<file path="src/fcb_pkg.sv">
package fcb_pkg;

  // ----------------------------------------------------------------------------
  // register map (byte addresses)
  // ----------------------------------------------------------------------------
  localparam logic [11:0] ADDR_BUFCTL   = 12'h0000;
  localparam logic [11:0] ADDR_PGMCTL   = 12'h0004;
  localparam logic [11:0] ADDR_PGMADDR  = 12'h0008;
  localparam logic [11:0] ADDR_PGMDATA  = 12'h000C;
  localparam logic [11:0] ADDR_ERACTL   = 12'h0010;
  localparam logic [11:0] ADDR_ERASTAT  = 12'h0014;
  localparam logic [11:0] ADDR_IRQRAW   = 12'h0018;
  localparam logic [11:0] ADDR_IRQEN    = 12'h001C;
  localparam logic [11:0] ADDR_IRQMSK   = 12'h0020;
  localparam logic [11:0] ADDR_IRQCLR   = 12'h0024;
  localparam logic [11:0] ADDR_OPSTAT   = 12'h0028;

  // ----------------------------------------------------------------------------
  // field positions
  // ----------------------------------------------------------------------------
  localparam int BUF_B0_DATA   = 0;
  localparam int BUF_B0_INSTR  = 1;
  localparam int BUF_B1_DATA   = 2;
  localparam int BUF_B1_INSTR  = 3;
  localparam int PGM_EN_BIT    = 0;
  localparam int PGM_MODE_BIT  = 1;
  localparam int ERA_START_BIT = 0;
  localparam int ERA_INFO_BIT  = 1;

  localparam int IRQ_PGM_ERR     = 0;
  localparam int IRQ_BENCH       = 1;
  localparam int IRQ_ERASE_DONE  = 2;
  localparam int IRQ_BURST_PGM   = 3;
  localparam int IRQ_WORD_PGM    = 4;
  localparam int IRQ_POST_VFY    = 5;
  localparam int IRQ_PRE_VFY     = 6;
  localparam int IRQ_BURST_RDCMP = 7;
  localparam int IRQ_NUM         = 8;

  // ----------------------------------------------------------------------------
  // sizes and reset values
  // ----------------------------------------------------------------------------
  localparam int SECTOR_BITS    = 12;
  localparam int COLLATE_BITS   = 128;
  localparam int COLLATE_WORDS  = COLLATE_BITS / 32;
  localparam logic [3:0] BUF_RESET = 4'h0;
  localparam logic [7:0] IRQ_EN_RESET = 8'h00;

  typedef enum logic {WMODE_IMMEDIATE, WMODE_COLLATED} fcb_wmode_t;

  typedef struct packed {
    logic          valid;
    logic          wide;
    logic [31:0]   addr;
    logic [127:0]  data;
  } fcb_pgm_req_t;

  typedef struct packed {
    logic          valid;
    logic          info;
    logic [31:0]   addr;
  } fcb_erase_req_t;

  typedef struct packed {
    logic          pgmErr;
    logic          bench;
    logic          eraseDone;
    logic          eraseFail;
    logic          burstPgmDone;
    logic          wordPgmDone;
    logic          postVerifyFail;
    logic          preVerifyFail;
    logic          burstRdCmpDone;
  } fcb_events_t;

endpackage

</file>
<file path="src/fcb_ctrl.sv">
`timescale 1ns/100ps
module fcb_ctrl
  import fcb_pkg::*;
#(
  parameter int ADDR_W = 12
) (
  // clock and reset
  input  wire logic                    clk,
  input  wire logic                    rst,
  // apb slave
  input  wire logic                    psel,
  input  wire logic                    penable,
  input  wire logic                    pwrite,
  input  wire logic [ADDR_W-1:0]       paddr,
  input  wire logic [31:0]             pwdata,
  output logic      [31:0]             prdata,
  output logic                         pready,
  output logic                         pslverr,
  // flash core requests
  output fcb_pkg::fcb_pgm_req_t        pgmReq,
  output fcb_pkg::fcb_erase_req_t      eraseReq,
  output logic      [3:0]              readBufEn,
  // flash core events
  input  wire fcb_pkg::fcb_events_t    coreEvt,
  input  wire logic                    coreBusy,
  // interrupt
  output logic                         irq
);
  import fcb_pkg::*;

  // ----------------------------------------------------------------------------
  // parameter checks
  // ----------------------------------------------------------------------------
  if (ADDR_W < 6 || ADDR_W > 32) begin
    $error("fcb_ctrl: ADDR_W out of range");
  end
  if (COLLATE_WORDS != 4) begin
    $error("fcb_ctrl: collation counter holds four words");
  end
  if (IRQ_NUM != 8) begin
    $error("fcb_ctrl: flag logic serves eight sources");
  end
  if (SECTOR_BITS < 2 || SECTOR_BITS > 31) begin
    $error("fcb_ctrl: sector size out of range");
  end

  // ----------------------------------------------------------------------------
  // bus decode
  // ----------------------------------------------------------------------------
  function automatic logic hit(input logic [ADDR_W-1:0] a, input logic [11:0] off);
    hit = (a == ADDR_W'(off));
  endfunction

  logic              acc;
  logic              wrAcc;
  logic              rdAcc;
  logic              mapped;
  assign acc   = psel && penable;
  assign wrAcc = acc && pwrite;
  assign rdAcc = acc && !pwrite;
  assign mapped = hit(paddr, ADDR_BUFCTL) || hit(paddr, ADDR_PGMCTL) || hit(paddr, ADDR_PGMADDR)
               || hit(paddr, ADDR_PGMDATA) || hit(paddr, ADDR_ERACTL) || hit(paddr, ADDR_ERASTAT)
               || hit(paddr, ADDR_IRQRAW) || hit(paddr, ADDR_IRQEN) || hit(paddr, ADDR_IRQMSK)
               || hit(paddr, ADDR_IRQCLR) || hit(paddr, ADDR_OPSTAT);

  // ----------------------------------------------------------------------------
  // configuration state
  // ----------------------------------------------------------------------------
  logic [3:0]        bufEn_q,   bufEn_d;
  logic              pgmEn_q,   pgmEn_d;
  fcb_wmode_t        wMode_q,   wMode_d;
  logic [31:0]       pgmAddr_q, pgmAddr_d;
  logic [7:0]        irqEn_q,   irqEn_d;

  always_comb begin
    bufEn_d   = bufEn_q;
    pgmEn_d   = pgmEn_q;
    wMode_d   = wMode_q;
    pgmAddr_d = pgmAddr_q;
    irqEn_d   = irqEn_q;
    if (wrAcc && hit(paddr, ADDR_BUFCTL)) begin
      bufEn_d = pwdata[3:0];
    end
    if (wrAcc && hit(paddr, ADDR_PGMCTL)) begin
      pgmEn_d = pwdata[PGM_EN_BIT];
      wMode_d = fcb_wmode_t'(pwdata[PGM_MODE_BIT]);
    end
    if (wrAcc && hit(paddr, ADDR_PGMADDR)) begin
      pgmAddr_d = pwdata;
    end
    if (wrAcc && hit(paddr, ADDR_IRQEN)) begin
      irqEn_d = pwdata[7:0];
    end
  end

  always_ff @(posedge clk or posedge rst) begin
    if (rst) begin
      bufEn_q   <= BUF_RESET;
      pgmEn_q   <= 1'b0;
      wMode_q   <= WMODE_IMMEDIATE;
      pgmAddr_q <= 32'h0000_0000;
      irqEn_q   <= IRQ_EN_RESET;
    end else begin
      bufEn_q   <= bufEn_d;
      pgmEn_q   <= pgmEn_d;
      wMode_q   <= wMode_d;
      pgmAddr_q <= pgmAddr_d;
      irqEn_q   <= irqEn_d;
    end
  end

  // ----------------------------------------------------------------------------
  // program path
  // ----------------------------------------------------------------------------
  logic [127:0]      coll_q,    coll_d;
  logic [1:0]        collCnt_q, collCnt_d;
  fcb_pgm_req_t      pgm_q,     pgm_d;
  logic              pgmWrite;
  assign pgmWrite = wrAcc && hit(paddr, ADDR_PGMDATA);

  always_comb begin
    coll_d    = coll_q;
    collCnt_d = collCnt_q;
    pgm_d     = '0;
    // partial collation dropped while disabled
    if (!pgmEn_q) begin
      collCnt_d = 2'd0;
    end else if (pgmWrite) begin
      if (wMode_q == WMODE_IMMEDIATE) begin
        pgm_d.valid = 1'b1;
        pgm_d.wide  = 1'b0;
        pgm_d.addr  = pgmAddr_q;
        pgm_d.data  = {96'h0, pwdata};
      end else begin
        coll_d[collCnt_q*32 +: 32] = pwdata;
        collCnt_d = collCnt_q + 2'd1;
        if (collCnt_q == 2'(COLLATE_WORDS - 1)) begin
          pgm_d.valid = 1'b1;
          pgm_d.wide  = 1'b1;
          pgm_d.addr  = {pgmAddr_q[31:4], 4'h0};
          pgm_d.data  = coll_d;
        end
      end
    end
  end

  always_ff @(posedge clk or posedge rst) begin
    if (rst) begin
      coll_q    <= 128'h0;
      collCnt_q <= 2'd0;
      pgm_q     <= '0;
    end else begin
      coll_q    <= coll_d;
      collCnt_q <= collCnt_d;
      pgm_q     <= pgm_d;
    end
  end

  // ----------------------------------------------------------------------------
  // erase path
  // ----------------------------------------------------------------------------
  fcb_erase_req_t    era_q,     era_d;
  logic              eraBusy_q, eraBusy_d;
  logic [1:0]        eraStat_q, eraStat_d;

  always_comb begin
    era_d     = '0;
    eraBusy_d = eraBusy_q;
    eraStat_d = eraStat_q;
    // start ignored while an erase runs
    if (wrAcc && hit(paddr, ADDR_ERACTL) && pwdata[ERA_START_BIT] && !eraBusy_q) begin
      era_d.valid = 1'b1;
      era_d.info  = pwdata[ERA_INFO_BIT];
      era_d.addr  = {pgmAddr_q[31:SECTOR_BITS], {SECTOR_BITS{1'b0}}};
      eraBusy_d   = 1'b1;
      eraStat_d   = 2'b00;
    end else if (eraBusy_q && (coreEvt.eraseDone || coreEvt.eraseFail)) begin
      eraBusy_d = 1'b0;
      eraStat_d = {coreEvt.eraseFail, !coreEvt.eraseFail};
    end
  end

  always_ff @(posedge clk or posedge rst) begin
    if (rst) begin
      era_q     <= '0;
      eraBusy_q <= 1'b0;
      eraStat_q <= 2'b00;
    end else begin
      era_q     <= era_d;
      eraBusy_q <= eraBusy_d;
      eraStat_q <= eraStat_d;
    end
  end

  // ----------------------------------------------------------------------------
  // interrupt flags
  // ----------------------------------------------------------------------------
  logic [7:0]        flag_q,    flag_d;
  logic [7:0]        evtVec;
  logic [7:0]        clrVec;
  logic              irq_q,     irq_d;

  always_comb begin
    evtVec = 8'h00;
    evtVec[IRQ_PGM_ERR]     = coreEvt.pgmErr;
    evtVec[IRQ_BENCH]       = coreEvt.bench;
    evtVec[IRQ_ERASE_DONE]  = coreEvt.eraseDone || coreEvt.eraseFail;
    evtVec[IRQ_BURST_PGM]   = coreEvt.burstPgmDone;
    evtVec[IRQ_WORD_PGM]    = coreEvt.wordPgmDone;
    evtVec[IRQ_POST_VFY]    = coreEvt.postVerifyFail;
    evtVec[IRQ_PRE_VFY]     = coreEvt.preVerifyFail;
    evtVec[IRQ_BURST_RDCMP] = coreEvt.burstRdCmpDone;
    clrVec = 8'h00;
    if (wrAcc && hit(paddr, ADDR_IRQCLR)) begin
      clrVec = pwdata[7:0];
    end
    // read clears only the flags it returned
    if (rdAcc && hit(paddr, ADDR_IRQRAW)) begin
      clrVec = rd_q[7:0];
    end
    // set wins over a same-cycle clear
    flag_d = (flag_q & ~clrVec) | evtVec;
    irq_d  = |(flag_d & irqEn_d);
  end

  always_ff @(posedge clk or posedge rst) begin
    if (rst) begin
      flag_q <= 8'h00;
      irq_q  <= 1'b0;
    end else begin
      flag_q <= flag_d;
      irq_q  <= irq_d;
    end
  end

  // ----------------------------------------------------------------------------
  // read data
  // ----------------------------------------------------------------------------
  logic [31:0]       rd_q,      rd_d;
  logic              err_q,     err_d;

  // captured in setup, stands through access
  always_comb begin
    rd_d  = 32'h0000_0000;
    err_d = 1'b0;
    if (psel && !penable) begin
      err_d = !mapped;
      if (!pwrite) begin
        unique case (1'b1)
          hit(paddr, ADDR_BUFCTL):  rd_d = {28'h0, bufEn_q};
          hit(paddr, ADDR_PGMCTL):  rd_d = {30'h0, wMode_q, pgmEn_q};
          hit(paddr, ADDR_PGMADDR): rd_d = pgmAddr_q;
          hit(paddr, ADDR_ERASTAT): rd_d = {29'h0, eraStat_q, eraBusy_q};
          hit(paddr, ADDR_IRQRAW):  rd_d = {24'h0, flag_q};
          hit(paddr, ADDR_IRQEN):   rd_d = {24'h0, irqEn_q};
          hit(paddr, ADDR_IRQMSK):  rd_d = {24'h0, flag_q & irqEn_q};
          hit(paddr, ADDR_OPSTAT):  rd_d = {29'h0, collCnt_q, coreBusy};
          default:                  rd_d = 32'h0000_0000;
        endcase
      end
    end
  end

  always_ff @(posedge clk or posedge rst) begin
    if (rst) begin
      rd_q  <= 32'h0000_0000;
      err_q <= 1'b0;
    end else begin
      rd_q  <= rd_d;
      err_q <= err_d;
    end
  end

  // ----------------------------------------------------------------------------
  // outputs
  // ----------------------------------------------------------------------------
  assign prdata    = rd_q;
  assign pslverr   = err_q;
  // zero wait states
  assign pready    = 1'b1;
  assign pgmReq    = pgm_q;
  assign eraseReq  = era_q;
  assign readBufEn = bufEn_q;
  assign irq       = irq_q;

endmodule

</file>
<file path="config.mk">
export PLATFORM = sky130hd
export DESIGN_NAME = fcb_ctrl
export DESIGN_NICKNAME = d
export VERILOG_FILES = /design/src/fcb_pkg.sv /design/src/fcb_ctrl.sv
export SDC_FILE = /design/constraint.sdc
export NUM_CORES = 1
export LEC_CHECK = 0
export BUFFER_PORTS_ARGS = -buffer_cell sky130_fd_sc_hd__buf_2
export CAP_MARGIN = 20
export CORE_MARGIN = 2
export CORE_UTILIZATION = 40
export DETAILED_ROUTE_END_ITERATION = 10
export SYNTH_ARGS = -nofsm -noshare
export SYNTH_HDL_FRONTEND = slang
export SYNTH_SLANG_ARGS = --single-unit
</file>
<file path="constraint.sdc">
create_clock -name clk -period 15.5 [get_ports clk]
set_input_delay 2.325 -clock clk [delete_from_list [all_inputs] [get_ports clk]]
set_output_delay 2.325 -clock clk [all_outputs]
set_load 0.01 [all_outputs]
</file>
==> results of run 1 <==
==> flip-flops by register name, summed over array words and instances (netlist names), 2 cells and up <==
register / count
irqEn_q: 8
eraStat_q: 2
collCnt_q: 2
eraseReq: 22
readBufEn: 4
flag_q: 8
prdata: 32
coll_q: 128
pgmReq: 162
pgmAddr_q: 32
==> routing by layer <==
| layer | part of all wire [%] | GRT usage (%) |
|---|---|---|
| met2 | 47 | 34.1 |
| met4 | 2.4 | 6.49 |
| met5 | 0 | 0 |
| met1 | 45 | 30.1 |
| met3 | 5.7 | 3.55 |
==> layout make-up <==
cell class / count / area (um2)
Multi-Input combinational cell: 754 / 5100
Tap cell: 518 / 648
Clock inverter: 16 / 195
Clock buffer: 65 / 1330
Sequential cell: 405 / 10100
Inverter: 19 / 78.8
Fill cell: 3552 / 19700
Timing Repair Buffer: 292 / 1560
==> metrics by stage <==
step | hold slack, ps | cells | cell area (um2) | setup slack [ps] | util, %
finish | 494 | 2069 | 19000 | 10600 | 49.2
global route | 505 | 2069 | 19000 | 10430 | 49.2
CTS | 494 | 2066 | 19000 | 10650 | 49.0
detailed placement | 481 | 1985 | 17400 | 10070 | 45.0
global placement | 474 | 1985 | 17400 | 10150 | 45.0
floorplan | 464 | 1301 | 15800 | 1910 | -
==> worst max-delay path by stage <==
stage	start	to
finish	pwrite	coll_q[72]$_DFFE_PP0P_
global route	pwrite	coll_q[117]$_DFFE_PP0P_
CTS	pwrite	coll_q[7]$_DFFE_PP0P_
detailed placement	pwrite	coll_q[9]$_DFFE_PP0P_
global placement	pwrite	coll_q[84]$_DFFE_PP0P_
floorplan	rst	collCnt_q[0]$_DFFE_PP0P_
==> power by group through the flow <==
stage	combinational [uW]	sequential, uW	clock, uW
after floorplan	47.8	1080	0
after global placement	75.0	1080	0
after detailed placement	75.4	1080	0
after CTS	75.8	1060	1110
after global routing	84.8	1060	1160
final	75.6	1060	1090
==> Yosys cell counts (2+ instances only) <==
| master | number | area share (%) |
|---|---|---|
| dfrtp_1 | 405 | 64 |
| a22o_1 | 157 | 8.7 |
| nor2_1 | 124 | 3.0 |
| a21oi_1 | 99 | 3.1 |
| nor2b_1 | 96 | 3.8 |
| and2_1 | 80 | 3.2 |
| clkbuf_1 | 43 | 1.0 |
| buf_2 | 36 | 1.1 |
| mux2_2 | 34 | 2.4 |
| nand2_1 | 25 | 0.60 |
| buf_1 | 24 | 0.57 |
| buf_4 | 19 | 0.91 |
| inv_1 | 19 | 0.45 |
| o21ai_0 | 13 | 0.41 |
| a22oi_1 | 9 | 0.43 |
| mux2_1 | 9 | 0.64 |
| a21o_1 | 8 | 0.38 |
| nor4_1 | 8 | 0.32 |
| a222oi_1 | 7 | 0.44 |
| ha_1 | 6 | 0.48 |
| nor3_1 | 6 | 0.19 |
| or2_2 | 6 | 0.24 |
| a221oi_1 | 5 | 0.28 |
| a31oi_1 | 5 | 0.20 |
| nand2b_1 | 5 | 0.20 |
| mux2i_1 | 3 | 0.19 |
| nor4_4 | 3 | 0.41 |
| or4_1 | 3 | 0.14 |
| or4b_2 | 3 | 0.19 |
| conb_1 | 2 | 0.048 |
| nand4_1 | 2 | 0.079 |
| nand4bb_1 | 2 | 0.14 |
| nor4bb_1 | 2 | 0.13 |
| o22ai_1 | 2 | 0.079 |
| o41ai_1 | 2 | 0.11 |
| or2_1 | 2 | 0.079 |
==> logic make-up after synthesis <==
kind of cell,Yosys count,synth area share (%)
DFF,405,64.3
and+or+nand+nor,379,13.4
AOI/OAI and AO/OA,309,14.3
buffers and inverters,142,4.13
muxes,46,3.26
adders and majority gates,6,0.477
other,2,0.0477
xor gates and xnor gates,1,0.0556
==> out/results.tsv, run 1 <==
metric	value	unit
status	finished clean	
buffer depth of the longest clock path	3	
post-synthesis sequential area ratio	64.3	%
Post-Syn Instances	1290	
CP Capture Type	flop	
clk_lat worst skew	570	ps
RD Place Congestion	0.872	
largest net degree at the start of global routing	182	
Synth cell types	52	
Final Max Slew Viols	0	
top_reg_cell synth	dfrtp_1	
DR vias	10800	
most common cell after layout, fill and taps aside	dfrtp_1	
clock slew seen by the registers of the worst setup and hold paths	60	ps
total grt overflow	0	
total iterations of the first detailed-routing run	5	
Remaining DRCs	0	
power share of the sequential group	47.6	%
Max H-tree Level	2	
Worst Path Required	15940	ps
full die area	41000	um2
Achievable Freq	204	MHz
Internal	1740	uW
Syn Area/Cell	12.2	um2
post-synthesis register bit count	405	
reg-to-reg endpoint	coll_q[84]$_DFFE_PP0P_	
min cycle time layout	4900	ps
EDFF count, synth	0	
synthesized cell area	15800	um2
most frequent cells in the layout	dfrtp_1, buf_2, a22o_1, nor2_1, a21oi_1	
ys async rst share	100	%
Tot Pwr	2220	uW
final net count	1581	
Post-CTS Setup Bufs	0	
setup TNS	0	ps
RSZ-0062 raised after global routing	false	
Chip Width	202	um
WL final	43500	um
CP Cell Sequence	buf_2 -> nand3_1 -> or4_1 -> nor2_4 -> nand2_2 -> a22o_1	
HP Class	reg2reg	
I/O pins	294	
layout cells sized above 1	28.2	%
Final Setup Violations	0	
Final Cycle Share	31.6	%
max_slew headroom	27.0	%
Yosys warnings	0	
hold buffer count at cts	0	
vias in the first global route	10700	
switching part of the total	21.9	%
CTS tree	yes	
Layout area overhead	20.9	%
first-pass GRT wire length	66800	um
starting density of the core	40.7	%
Worst setup SP type	input pin	
Clock Tree Root	clkbuf_16	
measured slew at the worst slew-check pin	1090	ps
worst path bufs/invs	1	
vias per cell	5.23	
DR WL/cell	21.0	um
# diodes	0	
DIE HEIGHT	202	um
Site Rows	72	
total track usage	21.4	%
Max-cap violations	0	
final hold vios	0	
CP Data Arrival Time	5330	ps
Crit path depth	6	
cts bufs inserted	44	
critical path's largest stage delay	970	ps
PortBufs	280	
skew final	19.5	ps
Reg2Reg Launch Point	collCnt_q[0]$_DFFE_PP0P_	
R2R cell count	6	
PostCTS Resize Cnt	0	
hold_sp	pgmAddr_q[10]$_DFFE_PP0P_	
flop2flop setup slack	11930	ps
crit path max fanout	32	
hold path depth	1	
Routed Antenna Nets	0	
Clock power frac	49.0	%
CP max stage cell	or4_1	
Pwr per Cell Area	117	nW/um2
NetSw	488	uW
hpwl dp	26000	um
Hold Crit Endpoint	prdata[10]$_DFF_PP0_	
leak pwr	0.00985	uW
CP Class	in2reg	
combinational share of power	3.4	%
Max IR drop VDD	66.8	uV
clock sinks	405	
Core Area	38700	um2
initial DRC count	725	
initial antenna violation count	0	
delay-heaviest family, CP	simple AND/OR/NAND/NOR gates	
No activity file was read; power rests on OpenSTA's default activity.
==> run 2: changes to the inputs <==
ABC_AREA = 1   (was default)
clock period = 4.8 ns   (was 15.5 ns; I/O delays follow)
==> out/results.tsv, run 2 <==
metric	value	unit	change
grt peak-use layer	met2		
largest net degree at the start of global routing	180		-1.1%
first-pass GRT wire length	71200	um	+6.5%
Final Cycle Share	60.6	%	
Routed Antenna Nets	0		unchanged
EDFF count, synth	0		unchanged
Clock power frac	47.7	%	-1.3 points
worst path bufs/invs	3		+2
Synth cell types	32		-38%
most common library cells after synthesis	dfrtp_1, nand2_1, inv_1		
hold buffer count at cts	0		unchanged
skew final	14.2	ps	-5.31 ps
CP max stage cell	nand3_1		
DIE HEIGHT	205	um	+1.1%
switching part of the total	21.8	%	-0.17 points
DR WL/cell	18.6	um	-12%
most frequent cells in the layout	dfrtp_1, nand2_1, buf_2, inv_1, nor2_1		
PortBufs	280		unchanged
status	finished clean		
post-synthesis sequential area ratio	63.0	%	-1.4 points
CTS tree	yes		
Chip Width	205	um	+1.1%
Worst setup SP type	flop		
Worst Path Required	5260	ps	-10680 ps
Crit path top cell by count	buf_4		
vias in the first global route	12300		+15%
full die area	41900	um2	+2.1%
critical path's largest stage delay	580	ps	-390 ps
CP Capture Type	flop		
Pwr per Cell Area	360	nW/um2	+210%
I/O pins	294		unchanged
cts bufs inserted	42		-4.5%
CP Class	reg2reg		
max reg flops	162		unchanged
Final Max Slew Viols	0		unchanged
synthesized cell area	16100	um2	+2.2%
most common cell after layout, fill and taps aside	dfrtp_1		
total track usage	22.2	%	+0.81 points
max_slew headroom	30.7	%	+3.7 points
CP Cell Sequence	buf_4 -> ha_1 -> buf_4 -> nand3_1 -> buf_4 -> o22ai_1 -> nand2_1 -> nor2_1		
RSZ-0062 raised after global routing	false		
Post-Syn Instances	1684		+31%
total grt overflow	0		unchanged
ys async rst share	100	%	unchanged
Worst Setup SP	collCnt_q[0]$_DFFE_PP0P_		
DP Worst Slack	1460	ps	-8610 ps
Achievable Freq	344	MHz	
vias per cell	5.09		-2.7%
leak pwr	0.00983	uW	-0.15%
RD Place Congestion	0.891		+2.2%
clock slew seen by the registers of the worst setup and hold paths	60	ps	about the same
initial antenna violation count	1		+1
Site Rows	73		+1.4%
area share of the largest cell type after synthesis	63.0	%	-1.4 points
Max-cap violations	0		unchanged
power share of the sequential group	49.5	%	+1.9 points
dominant cells by area after synthesis	dfrtp_1, nand2_1, inv_1, o22ai_1, o21ai_0		
final hold vios	0		unchanged
Final Worst Setup Slack	1890	ps	-8710 ps
DR vias	12600		+17%
Post-CTS Setup Bufs	0		unchanged
clock sinks	405		unchanged
HP Class	in2async		
R2R cell count	8		+2
count leader, synth	dfrtp_1		
post-synthesis register bit count	405		unchanged
PostCTS Resize Cnt	0		unchanged
Syn Area/Cell	9.56	um2	-22%
Layout area overhead	19.4	%	
GR met2 Demand/Resource	34.6	%	+0.46 points
layout cells sized above 1	19.7	%	-8.5 points
flop2flop setup slack	1890	ps	-10040 ps
top_reg_cell synth	dfrtp_1		
combinational share of power	2.8	%	-0.6 points
GRT met1 Usage	31.7	%	+1.6 points
total iterations of the first detailed-routing run	5		unchanged
final std cell area, no fill	19200	um2	+0.86%
post-synth top area cell	dfrtp_1		
min cycle time layout	2910	ps	
CP Data Arrival Time	3370	ps	-1960 ps
Max IR drop VDD	217	uV	+230%
Hold WS	381	ps	-112 ps
initial DRC count	806		+11%
fill count	3758		+5.8%
buffer depth of the longest clock path	3		unchanged
Max H-tree Level	2		unchanged
Yosys warnings	0		unchanged
final net count	1993		+26%
reg-to-reg endpoint	pgmReq[104]$_DFF_PP0_		
Remaining DRCs	0		unchanged
crit path max fanout	37		+16%
starting density of the core	40.5	%	-0.15 points
measured slew at the worst slew-check pin	1040	ps	-56.6 ps
WL final	46200	um	+6.1%
Internal	5410	uW	+210%
DP Area	17800	um2	+2.0%
NetSw	1510	uW	+210%
delay-heaviest family, CP	buffers and inverters		
Clock Tree Root	clkbuf_16		
Reg2Reg Launch Point	collCnt_q[0]$_DFFE_PP0P_		
M3 GR Usage	3.91	%	+0.37 points
hpwl dp	31200	um	+20%
Final Setup Violations	0		unchanged
Core Area	39700	um2	+2.6%
clk_lat worst skew	570	ps	about the same
## run 2: cell count changes after synthesis, sizes merged, moves of 81 or more
cell,previous run,this run
a22o,157,4
o21ai,13,183
o22ai,2,136
inv,19,237
a21oi,100,7
nand2,25,284
nor2b,96,0
and2,81,0
## run 2: per-layer routing
layer / wire length, um / up-vias
li1: - / 5934
met1: 20900 / 6214
met2: 21300 / 426
met3: 2710 / 75
met4: 1250 / 0
met5: 0 / -
## run 2: worst register-to-register path: stages, from the launching register on
cell     delay [ps]
dfrtp_1         340
buf_4           450
ha_1            240
buf_4           410
nand3_1         590
buf_4           420
o22ai_1         130
nand2_1          80
nor2_1          160
## run 2: cell type report
type,count,area [um2],share of cell area [%]
Clock inverter,16,180,0.938
Tap cell,525,657,3.42
Multi-Input combinational cell,942,4520,23.5
Inverter,239,902,4.70
Sequential cell,405,10100,52.7
Clock buffer,59,1220,6.38
Antenna cell,1,2.50,0.0130
Timing Repair Buffer,298,1590,8.30
## run 2: cells by family (layout without fill, tap and decap cells)
group	count (synthesis)	count (layout)	share of synthesized area (%)
AO/OA/AOI/OAI	363	363	12.9
adder cells (fa/ha/maj)	6	6	0.466
buffers and inverters	348	612	9.24
flip-flops	405	405	63.0
other	2	14	0.0467
AND/OR/NAND/NOR	560	560	14.3
## run 2: power by group through the flow
stage | logic (uW) | clock network [uW] | registers, uW
after floorplan | 111 | 0 | 3490
after global placement | 193 | 0 | 3490
final | 192 | 3300 | 3420
after CTS | 196 | 3370 | 3420
after detailed placement | 196 | 0 | 3490
after global routing | 217 | 3520 | 3420
## run 2: through the flow
step                      utilization (%)  setup TNS [ps]  cells  power [uW]
final                                48.4               0   2485        6910
after global routing                 48.4               0   2485        7160
after CTS                            48.3               0   2483        6990
after detailed placement             44.8               0   2408        3680
after global placement               44.8               0   2408        3680
after floorplan                         -         -557160   1695        3600
## run 2: how the worst max path moves through the flow
stage / slack, ps / end / depth (start not counted)
after floorplan: -1380 / collCnt_q[0]$_DFFE_PP0P_ / 1
after global placement: 1650 / pgmAddr_q[15]$_DFFE_PP0P_ / 8
after detailed placement: 1460 / pgmAddr_q[16]$_DFFE_PP0P_ / 8
after CTS: 1880 / pgmReq[44]$_DFF_PP0_ / 8
after global routing: 1610 / pgmAddr_q[11]$_DFFE_PP0P_ / 8
final: 1890 / pgmReq[104]$_DFF_PP0_ / 8
==> run 3: changes to the inputs <==
ABC_AREA = 0   (was 1)
clock period = 3 ns   (was 4.8 ns; I/O delays follow)
==> out/results.tsv, run 3 (synthesis results as in run 1) <==
metric	value	unit	change
status	finished clean		
reg-to-reg endpoint	pgmReq[8]$_DFF_PP0_		
Final Setup Violations	0		unchanged
measured slew at the worst slew-check pin	650	ps	-385 ps
hpwl dp	28200	um	-9.5%
CP Data Arrival Time	3020	ps	-350 ps
Post-CTS Setup Bufs	0		unchanged
HP Class	in2reg		
final net count	1622		-19%
CTS tree	yes		
largest net degree at the start of global routing	115		-36%
worst path bufs/invs	2		-1
Worst setup SP type	flop		
max reg flops	162		unchanged
starting density of the core	40.7	%	+0.15 points
DR vias	11000		-13%
buffer depth of the longest clock path	3		unchanged
Achievable Freq	396	MHz	+15%
final hold vios	0		unchanged
Reg2Reg Launch Point	collCnt_q[1]$_DFFE_PP0P_		
initial DRC count	660		-18%
Site Rows	72		-1.4%
Max IR drop VDD	430	uV	+98%
Routed Antenna Nets	0		unchanged
DP Worst Slack	283	ps	-1180 ps
DIE HEIGHT	202	um	-1.1%
clock sinks	405		unchanged
WL final	43700	um	-5.4%
max_slew headroom	56.7	%	+26 points
total iterations of the first detailed-routing run	5		unchanged
CP max stage cell	nor4bb_1		
Core Area	38700	um2	-2.5%
PortBufs	280		unchanged
DR WL/cell	20.7	um	+12%
full die area	41000	um2	-2.1%
delay-heaviest family, CP	simple AND/OR/NAND/NOR gates		
initial antenna violation count	1		unchanged
vias per cell	5.21		+2.4%
Worst Path Required	3490	ps	-1770 ps
total grt overflow	0		unchanged
Crit path depth	7		-1
Clock Tree Root	clkbuf_16		
critical path's largest stage delay	520	ps	-60 ps
most common cell after layout, fill and taps aside	dfrtp_1		
CP Cell Sequence	inv_1 -> ha_1 -> nor4bb_1 -> nand2_1 -> a21oi_4 -> buf_4 -> a22o_1		
cts bufs inserted	43		+2.4%
Final Max Slew Viols	0		unchanged
CP Capture Type	flop		
Final Cycle Share	84.2	%	+24 points
first-pass GRT wire length	67300	um	-5.5%
crit path max fanout	20		-46%
RSZ-0062 raised after global routing	false		
leak pwr	0.00999	uW	+1.6%
Chip Width	202	um	-1.1%
I/O pins	294		unchanged
Max-cap violations	0		unchanged
fill count	3526		-6.2%
RD Place Congestion	0.851		-4.6%
total track usage	21.5	%	-0.68 points
flop2flop setup slack	480	ps	-1420 ps
R2R cell count	7		-1
hold path depth	2		
Remaining DRCs	0		unchanged
# diodes	0		-1
Pwr per Cell Area	575	nW/um2	+60%
Layout area overhead	22.2	%	
final std cell area, no fill	19200	um2	+0.19%
min cycle time layout	2520	ps	-385 ps
layout cells sized above 1	29.7	%	+10 points
vias in the first global route	11000		-10%
clk_lat worst skew	560	ps	about the same
Final Worst Setup Slack	475	ps	-1420 ps
DP Area	17900	um2	+0.40%
Worst Setup SP	collCnt_q[1]$_DFFE_PP0P_		
most frequent cells in the layout	dfrtp_1, buf_2, a22o_1, nor2_1, a21oi_1		
Max H-tree Level	2		unchanged
Worst setup endpoint	pgmReq[8]$_DFF_PP0_		
clock slew seen by the registers of the worst setup and hold paths	60	ps	about the same
CP Class	reg2reg		
skew final	17.6	ps	+3.38 ps
[run 3: what timing repair did]
item | 4_1_cts | 5_1_grt
hold endpoints to repair | 4 | 0
endpoints found under the setup margin | 0 | 0
gates resized for setup | 0 | 0
hold buffers | 1 | 0
[run 3: cell type report]
class                   count  area, um2  share of cell area, %
clock buffers              59       1230                   6.38
repair buffers            334       1910                   9.92
well taps                 518        648                   3.37
inverters                  19       75.1                  0.390
flip-flops and latches    405      10100                   52.6
clock inverters            16        150                  0.780
multi-input cells         754       5100                   26.5
[run 3: worst reg2reg max path, cell delays in order (launching register included)]
cell and delay, ps:
dfrtp_1 500, inv_1 140, ha_1 390, nor4bb_1 520
nand2_1 210, a21oi_4 190, buf_4 310, a22o_1 210
[run 3: routing by layer]
layer | global-route usage (%) | up-vias | wire length, um
li1 | - | 4962 | -
met1 | 30.7 | 5612 | 19800
met2 | 34.4 | 350 | 20600
met3 | 3.31 | 49 | 2480
met4 | 5.97 | 0 | 765
met5 | 0 | - | 0
[run 3: stage by stage]
| step | util [%] | cells | total power (uW) | hold slack, ps | setup TNS [ps] |
|---|---|---|---|---|---|
| 2_1_floorplan | - | 1301 | 5820 | 464 | -1176810 |
| 3_3_place_gp | 46.1 | 2029 | 5980 | 413 | 0 |
| 3_5_place_dp | 46.1 | 2029 | 5980 | 408 | 0 |
| 4_1_cts | 49.7 | 2105 | 11200 | 75.9 | 0 |
| 5_1_grt | 49.7 | 2105 | 11500 | 86.1 | 0 |
| 6_report | 49.7 | 2105 | 11100 | 99.3 | 0 |
[run 3: how the worst min path moves through the flow]
stage / from / to / slack, ps
after global placement: rst / pgmReq[122]$_DFF_PP0_ / 410
after global routing: coreEvt[0] / flag_q[7]$_DFF_PP0_ / 90
after CTS: coreEvt[0] / flag_q[7]$_DFF_PP0_ / 80
final: coreEvt[0] / flag_q[7]$_DFF_PP0_ / 100
after floorplan: pgmAddr_q[8]$_DFFE_PP0P_ / pgmReq[136]$_DFF_PP0_ / 460
after detailed placement: rst / pgmReq[120]$_DFF_PP0_ / 410
[run 3: report_power, final]
part	internal [uW]	switching [uW]
Sequential	5470	1.65
Combinational	94.2	315
Clock	3030	2160
Total	8590	2480
